--- src/common/scs_pkg.sv ---
package scs_pkg;

    // ***************************************
    // register byte addresses
    // ***************************************
    localparam logic [4:0] ADDR_CTRL = 5'h00;
    localparam logic [4:0] ADDR_FLAGS = 5'h04;
    localparam logic [4:0] ADDR_ENABLE = 5'h08;
    localparam logic [4:0] ADDR_TXDATA = 5'h0c;
    localparam logic [4:0] ADDR_RXDATA = 5'h10;
    localparam logic [4:0] ADDR_INFO = 5'h14;
    localparam logic [4:0] ADDR_BAUD = 5'h18;
    localparam logic [4:0] ADDR_TCOUNT = 5'h1c;

    // ***************************************
    // reset values and field positions
    // ***************************************
    localparam logic [16:0] CTRL_RESET = 17'h00010;
    localparam logic [10:0] ENABLE_RESET = 11'h000;
    localparam logic [8:0] FLAGS_RESET = 9'h000;
    localparam logic [7:0] BAUD_RESET = 8'h00;
    localparam int FL_SEL_FAULT = 8;
    localparam int FL_SHIFT_EMPTY = 7;
    localparam int FL_COUNT_ZERO = 6;
    localparam int FL_SEL_START = 5;
    localparam int FL_SEL_END = 4;
    localparam int FL_RX_OVER = 2;
    localparam int FL_TX_UNDER = 1;
    localparam int EN_RX_DATA = 9;
    localparam int EN_TX_SPACE = 10;
    localparam logic [8:0] FLAG_MASK = 9'h1f6;

    // ***************************************
    // queues and answers
    // ***************************************
    localparam int QUEUE_DEPTH = 4;
    localparam logic [1:0] RESP_OKAY = 2'h0;
    localparam logic [1:0] RESP_SLVERR = 2'h2;

    // control register fields, lsb last
    typedef struct packed {
        logic [2:0] width_sel;
        logic module_status_enable;
        logic sleep_clock_runs;
        logic pin_remap;
        logic sdo_latch;
        logic sdo_dir_input;
        logic transmit_required;
        logic receive_keep_enable;
        logic select_force_active;
        logic select_polarity;
        logic clock_edge_sel;
        logic clock_polarity_sel;
        logic host_mode;
        logic enable;
    } scs_ctrl_type;

    // host shifter states
    typedef enum logic [1:0] {
        H_IDLE = 2'b00,
        H_RUN = 2'b01,
        H_TAIL = 2'b10
    } scs_host_state_type;

endpackage : scs_pkg

--- src/logic/scs_spi_client.sv ---
// Our own choices: the register offsets and register access over AXI4-Lite.
module scs_spi_client (
    input wire logic i_core_clk,
    input wire logic i_reset_n,
    input wire logic i_clk_en,
    input wire logic [4:0] i_awaddr,
    input wire logic i_awvalid,
    output logic o_awready,
    input wire logic [31:0] i_wdata,
    input wire logic [3:0] i_wstrb,
    input wire logic i_wvalid,
    output logic o_wready,
    output logic [1:0] o_bresp,
    output logic o_bvalid,
    input wire logic i_bready,
    input wire logic [4:0] i_araddr,
    input wire logic i_arvalid,
    output logic o_arready,
    output logic [31:0] o_rdata,
    output logic [1:0] o_rresp,
    output logic o_rvalid,
    input wire logic i_rready,
    input wire logic i_sck,
    input wire logic i_ss,
    input wire logic i_sdi,
    input wire logic i_sleep,
    output logic o_sdo,
    output logic o_sdo_oe_n,
    output logic o_sck,
    output logic o_sck_oe_n,
    output logic o_host_sel_n,
    output logic o_rx_data_pending,
    output logic o_tx_space_pending,
    output logic o_status_summary,
    output logic o_status_irq,
    output logic o_wake
);
    import scs_pkg::*;

    // *******************************************************
    // registers and state
    // *******************************************************
    logic [16:0] ctrl_q;
    logic [10:0] enable_q;
    logic [8:0] flags_q, flags_d, flag_set;
    logic [7:0] baud_q, baud_cnt_q, last_rx_q, tx_sh_q, rx_sh_q;
    logic [10:0] tcount_q;
    logic [7:0] rxq [QUEUE_DEPTH];
    logic [7:0] txq [QUEUE_DEPTH];
    logic [1:0] rx_wp_q, rx_rp_q, tx_wp_q, tx_rp_q;
    logic [2:0] rx_cnt_q, tx_cnt_q, bit_cnt_q;
    logic [3:0] h_edges_q;
    logic from_q_q, host_sck_q, eff_sel_q, sdo_q, sdo_oe_n_q, sck_out_q;
    logic [2:0] sck_sy_q;
    logic [1:0] ss_sy_q, sdi_sy_q;
    scs_host_state_type h_state_q;
    scs_ctrl_type cfg;
    assign cfg = scs_ctrl_type'(ctrl_q);

    // merge written bytes into a register image
    function automatic logic [31:0] merge(input logic [31:0] old,
                                          input logic [31:0] nw,
                                          input logic [3:0] strb);
        logic [31:0] r;
        r = old;
        for (int b = 0; b < 4; b++) begin
            if (strb[b]) begin
                r[b*8 +: 8] = nw[b*8 +: 8];
            end
        end
        return r;
    endfunction : merge

    // true when the address names a mapped register
    function automatic logic mapped(input logic [4:0] a);
        return a[1:0] == 2'h0;
    endfunction : mapped

    // *******************************************************
    // pin synchronisers
    // *******************************************************
    // pins come from the host's domain; sck gets a third stage for edges
    always_ff @(posedge i_core_clk or negedge i_reset_n) begin
        if (!i_reset_n) begin
            sck_sy_q <= 3'h0;
            ss_sy_q <= 2'h3;
            sdi_sy_q <= 2'h0;
        end else if (i_clk_en) begin
            sck_sy_q <= {sck_sy_q[1:0], i_sck};
            ss_sy_q <= {ss_sy_q[0], i_ss};
            sdi_sy_q <= {sdi_sy_q[0], i_sdi};
        end
    end

    // *******************************************************
    // select and clock decode
    // *******************************************************
    logic sck_s, sck_old, ss_s, sdi_s, pin_act, eff_sel, client, host;
    logic client_act, sck_rise, sck_fall, lead, trail;
    assign sck_s = sck_sy_q[1];
    assign sck_old = sck_sy_q[2];
    assign ss_s = ss_sy_q[1];
    assign sdi_s = sdi_sy_q[1];
    assign host = cfg.enable & cfg.host_mode;
    assign client = cfg.enable & ~cfg.host_mode;
    assign pin_act = cfg.select_polarity ? ~ss_s : ss_s;
    assign eff_sel = cfg.select_force_active | pin_act;
    assign client_act = client & eff_sel;
    assign sck_rise = sck_s & ~sck_old;
    assign sck_fall = ~sck_s & sck_old;
    // idle level from polarity; leading edge leaves idle
    assign lead = cfg.clock_polarity_sel ? sck_fall : sck_rise;
    assign trail = cfg.clock_polarity_sel ? sck_rise : sck_fall;

    // *******************************************************
    // host clock generation
    // *******************************************************
    logic h_tick, h_lead, h_trail, h_start_ok, h_run, samp_ev, chg_ev;
    logic [3:0] wbits;
    logic word_done, load, first_samp, sel_rise, sel_fall;
    assign wbits = (cfg.width_sel == 3'h0) ? 4'h8 : {1'b0, cfg.width_sel};
    assign h_run = h_state_q == H_RUN;
    assign h_tick = (h_state_q != H_IDLE) & (baud_cnt_q == 8'h00);
    assign h_lead = h_run & h_tick & (host_sck_q == cfg.clock_polarity_sel);
    assign h_trail = h_run & h_tick & (host_sck_q != cfg.clock_polarity_sel);
    // start needs data under transmit_required and room under keep
    assign h_start_ok = host & (~i_sleep | cfg.sleep_clock_runs)
        & (cfg.transmit_required | cfg.receive_keep_enable)
        & (~cfg.transmit_required | (tx_cnt_q != 3'h0))
        & (~cfg.receive_keep_enable | (rx_cnt_q != 3'(QUEUE_DEPTH)));

    // sample edge and change edge, either from the pin or the timer
    assign samp_ev = cfg.clock_edge_sel ? (client_act & lead) | h_lead
                                        : (client_act & trail) | h_trail;
    assign chg_ev = cfg.clock_edge_sel ? (client_act & trail) | h_trail
                                       : (client_act & lead) | h_lead;
    assign word_done = samp_ev & ({1'b0, bit_cnt_q} == wbits - 4'h1);
    assign first_samp = samp_ev & (bit_cnt_q == 3'h0);
    assign sel_rise = eff_sel & ~eff_sel_q;
    assign sel_fall = ~eff_sel & eff_sel_q;
    assign load = (client & (sel_rise | word_done))
        | (h_state_q == H_IDLE & h_start_ok)
        | (h_state_q == H_TAIL & h_tick & h_start_ok);

    // host sequencer: run, park sck for half a baud, then decide
    always_ff @(posedge i_core_clk or negedge i_reset_n) begin
        if (!i_reset_n) begin
            h_state_q <= H_IDLE;
            baud_cnt_q <= BAUD_RESET;
            h_edges_q <= 4'h0;
            host_sck_q <= 1'b0;
        end else if (i_clk_en) begin
            baud_cnt_q <= (h_tick | h_state_q == H_IDLE) ? baud_q
                                                         : baud_cnt_q - 8'h01;
            if (h_state_q == H_IDLE) begin
                host_sck_q <= cfg.clock_polarity_sel;
            end
            unique case (h_state_q)
                H_IDLE: begin
                    h_edges_q <= 4'h0;
                    if (h_start_ok) begin
                        h_state_q <= H_RUN;
                    end
                end
                H_RUN: begin
                    if (h_tick) begin
                        host_sck_q <= ~host_sck_q;
                        h_edges_q <= h_edges_q + 4'h1;
                        if (h_edges_q == {wbits[2:0], 1'b0} - 4'h1) begin
                            h_state_q <= H_TAIL;
                        end
                    end
                end
                H_TAIL: begin
                    h_edges_q <= 4'h0;
                    if (h_tick) begin
                        h_state_q <= h_start_ok ? H_RUN : H_IDLE;
                    end
                end
                default: begin
                    h_state_q <= H_IDLE;
                end
            endcase
        end
    end

    // *******************************************************
    // shift registers
    // *******************************************************
    logic [7:0] rx_word, tx_head, rx_head;
    logic tx_empty, rx_full, rx_push, rx_pop, tx_push, tx_pop;
    assign rx_word = {rx_sh_q[6:0], sdi_s} & (8'hff >> (4'h8 - wbits));
    assign tx_empty = tx_cnt_q == 3'h0;
    assign rx_full = rx_cnt_q == 3'(QUEUE_DEPTH);
    assign tx_head = txq[tx_rp_q];
    assign rx_head = rxq[rx_rp_q];

    // the bit counter restarts whenever the client is deselected
    always_ff @(posedge i_core_clk or negedge i_reset_n) begin
        if (!i_reset_n) begin
            bit_cnt_q <= 3'h0;
            rx_sh_q <= 8'h00;
            tx_sh_q <= 8'h00;
            last_rx_q <= 8'h00;
            from_q_q <= 1'b0;
            eff_sel_q <= 1'b0;
        end else if (i_clk_en) begin
            eff_sel_q <= eff_sel;
            if (samp_ev) begin
                rx_sh_q <= {rx_sh_q[6:0], sdi_s};
                bit_cnt_q <= word_done ? 3'h0 : bit_cnt_q + 3'h1;
            end else if (client & ~eff_sel) begin
                bit_cnt_q <= 3'h0;
            end
            if (word_done) begin
                last_rx_q <= rx_word;
            end
            if (load) begin
                // empty queue falls back to the last received word
                // at a word end the word just taken is the newest one
                tx_sh_q <= (tx_empty ? (word_done ? rx_word : last_rx_q)
                    : tx_head) << (4'h8 - wbits);
                from_q_q <= ~tx_empty;
            end else if (chg_ev & (bit_cnt_q != 3'h0)) begin
                tx_sh_q <= {tx_sh_q[6:0], 1'b0};
            end
        end
    end

    // *******************************************************
    // queues
    // *******************************************************
    logic rd_rx, wr_tx;
    assign rx_push = word_done & cfg.receive_keep_enable & ~rx_full;
    assign rx_pop = rd_rx & (rx_cnt_q != 3'h0);
    assign tx_push = wr_tx & (tx_cnt_q != 3'(QUEUE_DEPTH));
    // only transmit_required consumes the word, at its first sample edge
    assign tx_pop = first_samp & from_q_q & cfg.transmit_required;

    always_ff @(posedge i_core_clk or negedge i_reset_n) begin
        if (!i_reset_n) begin
            rx_wp_q <= 2'h0;
            rx_rp_q <= 2'h0;
            rx_cnt_q <= 3'h0;
            tx_wp_q <= 2'h0;
            tx_rp_q <= 2'h0;
            tx_cnt_q <= 3'h0;
        end else if (i_clk_en) begin
            rx_wp_q <= rx_wp_q + {1'b0, rx_push};
            rx_rp_q <= rx_rp_q + {1'b0, rx_pop};
            rx_cnt_q <= rx_cnt_q + {2'h0, rx_push} - {2'h0, rx_pop};
            tx_wp_q <= tx_wp_q + {1'b0, tx_push};
            tx_rp_q <= tx_rp_q + {1'b0, tx_pop};
            tx_cnt_q <= tx_cnt_q + {2'h0, tx_push} - {2'h0, tx_pop};
        end
    end

    // queue storage carries no reset
    always_ff @(posedge i_core_clk) begin
        if (i_clk_en & rx_push) begin
            rxq[rx_wp_q] <= rx_word;
        end
        if (i_clk_en & tx_push) begin
            txq[tx_wp_q] <= i_wdata[7:0];
        end
    end

    // *******************************************************
    // status flags
    // *******************************************************
    logic sel_fault_ev, tc_one;
    assign tc_one = tcount_q == 11'h001;
    assign sel_fault_ev = client & sel_fall & (bit_cnt_q != 3'h0);
    always_comb begin
        flag_set = 9'h000;
        flag_set[FL_SEL_FAULT] = sel_fault_ev;
        flag_set[FL_SHIFT_EMPTY] = host & h_state_q == H_TAIL & h_tick
            & ~h_start_ok;
        flag_set[FL_COUNT_ZERO] = word_done & tc_one;
        flag_set[FL_SEL_START] = cfg.enable & sel_rise;
        flag_set[FL_SEL_END] = cfg.enable & sel_fall;
        flag_set[FL_RX_OVER] = client & word_done
            & cfg.receive_keep_enable & rx_full;
        flag_set[FL_TX_UNDER] = client & first_samp & ~from_q_q
            & cfg.transmit_required;
    end

    // *******************************************************
    // AXI4-Lite slave
    // *******************************************************
    logic aw_have_q, w_have_q, do_wr, do_rd;
    logic [4:0] awaddr_q;
    logic [31:0] wdata_q, rdata_d;
    logic [3:0] wstrb_q;
    logic [31:0] ctrl_m, en_m, baud_m, tc_m;
    assign o_awready = ~aw_have_q & ~o_bvalid;
    assign o_wready = ~w_have_q & ~o_bvalid;
    assign o_arready = ~o_rvalid;
    assign do_wr = aw_have_q & w_have_q & ~o_bvalid;
    assign do_rd = i_arvalid & o_arready;
    assign wr_tx = do_wr & (awaddr_q == ADDR_TXDATA) & wstrb_q[0];
    assign rd_rx = do_rd & (i_araddr == ADDR_RXDATA);
    assign ctrl_m = merge({15'h0, ctrl_q}, wdata_q, wstrb_q);
    assign en_m = merge({21'h0, enable_q}, wdata_q, wstrb_q);
    assign baud_m = merge({24'h0, baud_q}, wdata_q, wstrb_q);
    assign tc_m = merge({21'h0, tcount_q}, wdata_q, wstrb_q);

    // read mux; unmapped words read zero with an error answer
    always_comb begin
        unique case (i_araddr)
            ADDR_CTRL: rdata_d = {15'h0, ctrl_q};
            ADDR_FLAGS: rdata_d = {23'h0, flags_q};
            ADDR_ENABLE: rdata_d = {21'h0, enable_q};
            ADDR_RXDATA: rdata_d = {24'h0, rx_head};
            ADDR_INFO: rdata_d = {20'h0, o_status_summary,
                o_tx_space_pending, o_rx_data_pending,
                h_state_q != H_IDLE | bit_cnt_q != 3'h0,
                1'b0, tx_cnt_q, 1'b0, rx_cnt_q};
            ADDR_BAUD: rdata_d = {24'h0, baud_q};
            ADDR_TCOUNT: rdata_d = {21'h0, tcount_q};
            default: rdata_d = 32'h0000_0000;
        endcase
    end

    // channel bookkeeping; address and data may come in either order
    always_ff @(posedge i_core_clk or negedge i_reset_n) begin
        if (!i_reset_n) begin
            aw_have_q <= 1'b0;
            w_have_q <= 1'b0;
            awaddr_q <= 5'h00;
            wdata_q <= 32'h0000_0000;
            wstrb_q <= 4'h0;
            o_bvalid <= 1'b0;
            o_bresp <= RESP_OKAY;
            o_rvalid <= 1'b0;
            o_rresp <= RESP_OKAY;
            o_rdata <= 32'h0000_0000;
        end else if (i_clk_en) begin
            if (i_awvalid & o_awready) begin
                aw_have_q <= 1'b1;
                awaddr_q <= i_awaddr;
            end
            if (i_wvalid & o_wready) begin
                w_have_q <= 1'b1;
                wdata_q <= i_wdata;
                wstrb_q <= i_wstrb;
            end
            if (do_wr) begin
                aw_have_q <= 1'b0;
                w_have_q <= 1'b0;
                o_bvalid <= 1'b1;
                o_bresp <= (mapped(awaddr_q) & awaddr_q != ADDR_INFO
                    & awaddr_q != ADDR_RXDATA) ? RESP_OKAY : RESP_SLVERR;
            end else if (i_bready) begin
                o_bvalid <= 1'b0;
            end
            if (do_rd) begin
                o_rvalid <= 1'b1;
                o_rdata <= rdata_d;
                o_rresp <= (mapped(i_araddr) & i_araddr != ADDR_TXDATA)
                    ? RESP_OKAY : RESP_SLVERR;
            end else if (i_rready) begin
                o_rvalid <= 1'b0;
            end
        end
    end

    // *******************************************************
    // software registers
    // *******************************************************
    logic wr_flags;
    assign wr_flags = do_wr & (awaddr_q == ADDR_FLAGS) & wstrb_q[0];
    // a written zero clears; a set in the same cycle wins
    always_comb begin
        flags_d = flags_q;
        if (wr_flags) begin
            flags_d = flags_q & {wstrb_q[1] ? wdata_q[8] : flags_q[8],
                                 wdata_q[7:0]};
        end
        flags_d = (flags_d | flag_set) & FLAG_MASK;
    end

    always_ff @(posedge i_core_clk or negedge i_reset_n) begin
        if (!i_reset_n) begin
            ctrl_q <= CTRL_RESET;
            enable_q <= ENABLE_RESET;
            flags_q <= FLAGS_RESET;
            baud_q <= BAUD_RESET;
            tcount_q <= 11'h000;
        end else if (i_clk_en) begin
            flags_q <= flags_d;
            if (do_wr & awaddr_q == ADDR_CTRL) begin
                ctrl_q <= ctrl_m[16:0];
            end
            if (do_wr & awaddr_q == ADDR_ENABLE) begin
                enable_q <= en_m[10:0];
            end
            if (do_wr & awaddr_q == ADDR_BAUD) begin
                baud_q <= baud_m[7:0];
            end
            if (do_wr & awaddr_q == ADDR_TCOUNT) begin
                tcount_q <= tc_m[10:0];
            end else if (word_done & tcount_q != 11'h000) begin
                tcount_q <= tcount_q - 11'h001;
            end
        end
    end

    // *******************************************************
    // pins and summary outputs
    // *******************************************************
    // tristate leaves the pin to its pull; latch drive when selected off
    always_ff @(posedge i_core_clk or negedge i_reset_n) begin
        if (!i_reset_n) begin
            sdo_q <= 1'b0;
            sdo_oe_n_q <= 1'b1;
            sck_out_q <= 1'b0;
        end else if (i_clk_en) begin
            if (host | client_act) begin
                sdo_q <= tx_sh_q[7];
                sdo_oe_n_q <= ~host & cfg.sdo_dir_input
                    & ~cfg.transmit_required;
            end else begin
                sdo_q <= cfg.sdo_latch;
                sdo_oe_n_q <= cfg.sdo_dir_input;
            end
            sck_out_q <= host ? host_sck_q : sck_s;
        end
    end

    logic rx_any_en, tx_any_en;
    assign o_sdo = sdo_q;
    assign o_sdo_oe_n = sdo_oe_n_q;
    assign o_sck = sck_out_q;
    // client drives the chained clock only when the pins are split
    assign o_sck_oe_n = ~(host | (client & cfg.pin_remap));
    assign o_host_sel_n = ~(host & h_state_q != H_IDLE);
    assign o_rx_data_pending = rx_cnt_q != 3'h0;
    assign o_tx_space_pending = tx_cnt_q != 3'(QUEUE_DEPTH);
    assign o_status_summary = |(flags_q[7:0] & enable_q[7:0]);
    assign o_status_irq = o_status_summary & cfg.module_status_enable;
    assign rx_any_en = o_rx_data_pending & enable_q[EN_RX_DATA];
    assign tx_any_en = o_tx_space_pending & enable_q[EN_TX_SPACE];
    // only enabled sources wake a sleeping device
    assign o_wake = i_sleep & (o_status_irq | rx_any_en | tx_any_en);

endmodule : scs_spi_client

--- config.mk ---
export PLATFORM = sky130hd
export DESIGN_NAME = scs_spi_client
export DESIGN_NICKNAME = d
export VERILOG_FILES = /design/src/common/scs_pkg.sv /design/src/logic/scs_spi_client.sv
export SDC_FILE = /design/constraint.sdc
export NUM_CORES = 1
export LEC_CHECK = 0
export ABC_CLOCK_PERIOD_IN_PS = 3400
export BUFFER_PORTS_ARGS = -buffer_cell sky130_fd_sc_hd__buf_2
export CAP_MARGIN = 10
export CORE_AREA = 4 4 153 228
export DETAILED_ROUTE_END_ITERATION = 8
export DIE_AREA = 0 0 157 232
export PLACE_DENSITY = 0.54
export SLEW_MARGIN = 20
export SYNTH_ARGS = -nofsm -noshare
export SYNTH_HDL_FRONTEND = slang
export SYNTH_SLANG_ARGS = --single-unit
--- constraint.sdc ---
create_clock -name i_core_clk -period 3.4 [get_ports i_core_clk]
set_clock_uncertainty 0.15 [all_clocks]
set_input_delay 0.68 -clock i_core_clk [delete_from_list [all_inputs] [get_ports i_core_clk]]
set_output_delay 0.68 -clock i_core_clk [all_outputs]
set_load 0.02 [all_outputs]
==> summary.md <==
| Metric | Value |
|---|---|
| Final wirelength | `32400 microns` |
| Outcome | `finished, violations left` |
| Final HPWL DP | `24300 microns` |
| First-pass GRT wire length | `49900 microns` |
| Final Cycle Share | `0.952` |
| Layout Nets | `1210` |
| Clock sinks | `233` |
| Final ANT Viol Nets | `0` |
| Clock buffer count from CTS | `23` |
| GRT Util Overall | `0.178` |
| Die W | `157 microns` |
| Post-route DRC violation count | `0` |
| Max Fclk | `0.309 GHz` |
| 1st-iter DRT viols | `492` |
| Area grow syn2layout | `18.0%` |
| Crit start category | `flip-flop` |
| Footprint of the multi-input gates | `4950 sq um` |
| CP peak stage delay | `0.40 ns` |
| H-Tree Depth | `1` |
| Maxcap violations | `0` |
| Post-synth ARST share | `0.725` |
| Ys flop type | `dfrtp_1` |
| Seq/Total Area, Yosys | `0.541` |
| Critical Path, Cell by Cell | `inv_2, ha_1, nor3b_2, buf_4, nand4_4, a32o_2, nor2_4, nand2_2, a21oi_2, inv_1, ha_4, inv_1, ha_1, fa_2, xnor2_1, nand2_1, xnor2_1` |
| Worst path required time | `3.65 ns` |
| Bufs on Longest Clock Path | `3` |
| EDFF count, synth | `64` |
| Syn Inst Count | `1003` |
| Mean Syn Cell Area | `11.3 sq um` |
| Starting Density | `0.348` |
| Flip-flop and latch area | `6160 sq um` |
| Final std cells w/o fill | `1563` |
| YS warnings | `0` |
| DP Cell Count | `1515` |
| Total Die Area | `36400 sq um` |
| Drt wl/cell | `20.8 microns` |
| Ant. Diodes | `0` |
| Crit path kind | `flip-flop to flip-flop` |
| Slew HR | `0.338` |
| Final hold vios | `12` |
| Insertion delay to the later sink of the worst-skew pair | `0.54 ns` |
| Seq cells post-synth | `233` |
| Clock slew seen by the registers of the worst setup and hold paths | `0.06 ns` |
| Initial antenna violation count | `0` |
| Crit-path max FO | `4` |
| Die H | `232 microns` |
| Placement Setup Slack | `0.00579 ns` |
| Worst path arrival time | `3.48 ns` |
| GPL Wtd Cong | `0.891` |
| Tmin final | `3.24 ns` |
| Slowest cell on crit path | `dfrtp_1` |
| Final setup margin | `0.164 ns` |
| Port bufs | `75` |
| Drt pass-1 iters | `7` |
| PD cells | `700 nW/um^2` |
| Total power | `9.39 mW` |
| Hold Crit Class | `input port to async pin` |
| Largest net degree at the start of global routing | `59` |
| Mapped cell area | `11400 sq um` |
| Share of layout cells above drive strength 1 | `0.277` |
| Fillers | `3195` |
| Core area | `32700 sq um` |
| Pins Over Slew Limit | `0` |
| Root Driver | `clkbuf_16` |
| Slew @ Worst Pin | `0.986 ns` |
| Final Setup Violations | `0` |
| Placement Cell Area | `12600 sq um` |
| Synth unique cells | `78` |
| Vias in the first global route | `8481` |
| IO Pins | `109` |
| TritonCTS clock tree | `built` |
| Routed via count | `8402` |
| Via/cell ratio | `5.38` |
| Setup crit start | `baud_cnt_q[0]$_DFFE_PN0P_` |
| Failing checks | `hold timing` |
| Maximum VDD drop | `333 uV` |
| WHS | `-0.0209 ns` |
| Crit path capture type | `flip-flop` |
| Leakage | `5.75 nW` |
| Worst r2r src | `baud_cnt_q[0]$_DFFE_PN0P_` |
| GRT Residual Overflow | `0` |
| Row count | `81` |
| Design area | `13400 sq um` |
[path summary, 6_finish.rpt]
kind,endpoint,slack (ns),cells past startpoint
setup / recovery,rx_cnt_q[2]$_DFFE_PN0P_,0.16,17
hold / removal,rx_rp_q[1]$_DFFE_PN0P_,-0.02,1
setup reg to reg,rx_cnt_q[2]$_DFFE_PN0P_,0.16,17
hold reg to reg,o_rdata[7]$_DFFE_PN0P_,0.32,1
max in group asynchronous,last_rx_q[4]$_DFFE_PN0P_,2.28,2
min in group i_core_clk,awaddr_q[2]$_DFFE_PN0P_,0.20,3
[synth_stat cells, drive strengths merged, types with 5 or more instances]
library cell | number | share of area
xnor2 | 15 | 0.012
o21ai | 79 | 0.035
nor4 | 5 | 0.0046
and3 | 7 | 0.0040
mux2i | 8 | 0.0070
mux2 | 84 | 0.083
nor2 | 62 | 0.021
o22a | 5 | 0.0038
nor2b | 8 | 0.0044
nor3b | 11 | 0.0077
nor3 | 17 | 0.0075
mux4 | 16 | 0.032
or3 | 10 | 0.0056
nand2 | 116 | 0.038
and4 | 5 | 0.0040
nand3 | 20 | 0.0092
a21o | 11 | 0.0073
edfxtp | 64 | 0.17
a222oi | 10 | 0.0088
a22oi | 17 | 0.011
ha | 19 | 0.021
nand4 | 11 | 0.0066
o31ai | 8 | 0.0053
a31oi | 20 | 0.011
dfrtp | 165 | 0.36
clkbuf | 34 | 0.011
buf | 26 | 0.015
inv | 35 | 0.012
a21oi | 42 | 0.019
a22o | 5 | 0.0038
nand2b | 6 | 0.0033
[kinds of logic (layout without fill, tap and decap cells)]
kind of cell,count (synthesis),after routing,share of synthesized area
simple gates,297,297,0.128
other cells,1,17,0.000330
compound gates,228,228,0.130
flops,233,233,0.541
buf+inv,95,224,0.0376
xor+xnor,20,20,0.0166
mux,108,108,0.122
fa+ha+maj,21,21,0.0244
[worst max-delay path: cells and delay by family, from the launching register on]
family | cells | cell delay [ns]
adder cells (fa/ha/maj) | 4 | 0.93
AND/OR/NAND/NOR | 5 | 0.52
AO/OA/AOI/OAI | 2 | 0.46
flip-flops | 1 | 0.40
buffers and inverters | 4 | 0.37
XOR/XNOR | 2 | 0.29
[metal layers]
layer | vias to the layer above | wire length [microns] | track usage
li1 | 3902 | - | -
met1 | 4210 | 12300 | 0.206
met2 | 226 | 17500 | 0.327
met3 | 64 | 1300 | 0.0216
met4 | 0 | 1400 | 0.0773
met5 | - | 0 | 0
[what timing repair did]
item                                    CTS  global route
hold endpoints to repair                  0             0
pin swaps                                 3             8
gates resized for setup                   4            10
setup buffers                             1             5
hold buffers                              0             0
endpoints found under the setup margin    1             3
[through the flow]
stage / TNS [ns] / util
3_5_place_dp: 0 / 0.385
2_1_floorplan: 0 / -
4_1_cts: 0 / 0.407
5_1_grt: -0.00757 / 0.410
3_3_place_gp: 0 / 0.385
6_report: 0 / 0.410
[placed cells by master (no fill, tap or decap), drive strengths merged, types with 5 or more instances in the layout]
cell / n
nand2b: 6
nor3b: 11
nor3: 17
o21ai: 79
a21o: 11
or3: 10
o22a: 5
mux2i: 8
a21oi: 42
nand2: 116
edfxtp: 64
clkinv: 5
a222oi: 10
and4: 5
conb: 17
mux2: 84
inv: 37
a22oi: 17
nor4: 5
xnor2: 15
mux4: 16
a31oi: 20
ha: 19
dfrtp: 165
nand3: 20
nor2: 62
clkbuf: 31
o31ai: 8
and3: 7
buf: 147
a22o: 5
nor2b: 8
nand4: 11
[power by group]
part           switching (mW)  total [mW]  internal (mW)
registers               0.712        4.13           3.42
logic                    1.49        2.72           1.22
clock network            1.11        2.54           1.43
[area by class of cell]
| class | instances | share of cell area |
|---|---|---|
| Sequential cell | 233 | 0.459 |
| Multi-Input combinational cell | 691 | 0.369 |
| Timing Repair Buffer | 147 | 0.0696 |
| Clock buffer | 31 | 0.0459 |
| Tap cell | 415 | 0.0387 |
| Inverter | 35 | 0.00979 |
| Clock inverter | 11 | 0.00886 |
[sequential cells by signal (all words and copies together), names as in the netlist, 3 cells and up]
register / flops
h_edges_q: 4
enable_q: 11
rx_sh_q: 7
txq: 32
baud_q: 8
ctrl_q: 17
wdata_q: 17
o_rdata: 17
baud_cnt_q: 8
rx_cnt_q: 3
wstrb_q: 3
sck_sy_q: 3
flags_q: 7
last_rx_q: 8
tx_sh_q: 8
rxq: 32
tcount_q: 11
bit_cnt_q: 3
awaddr_q: 5
tx_cnt_q: 3
Power figures use the tool's default switching activity.
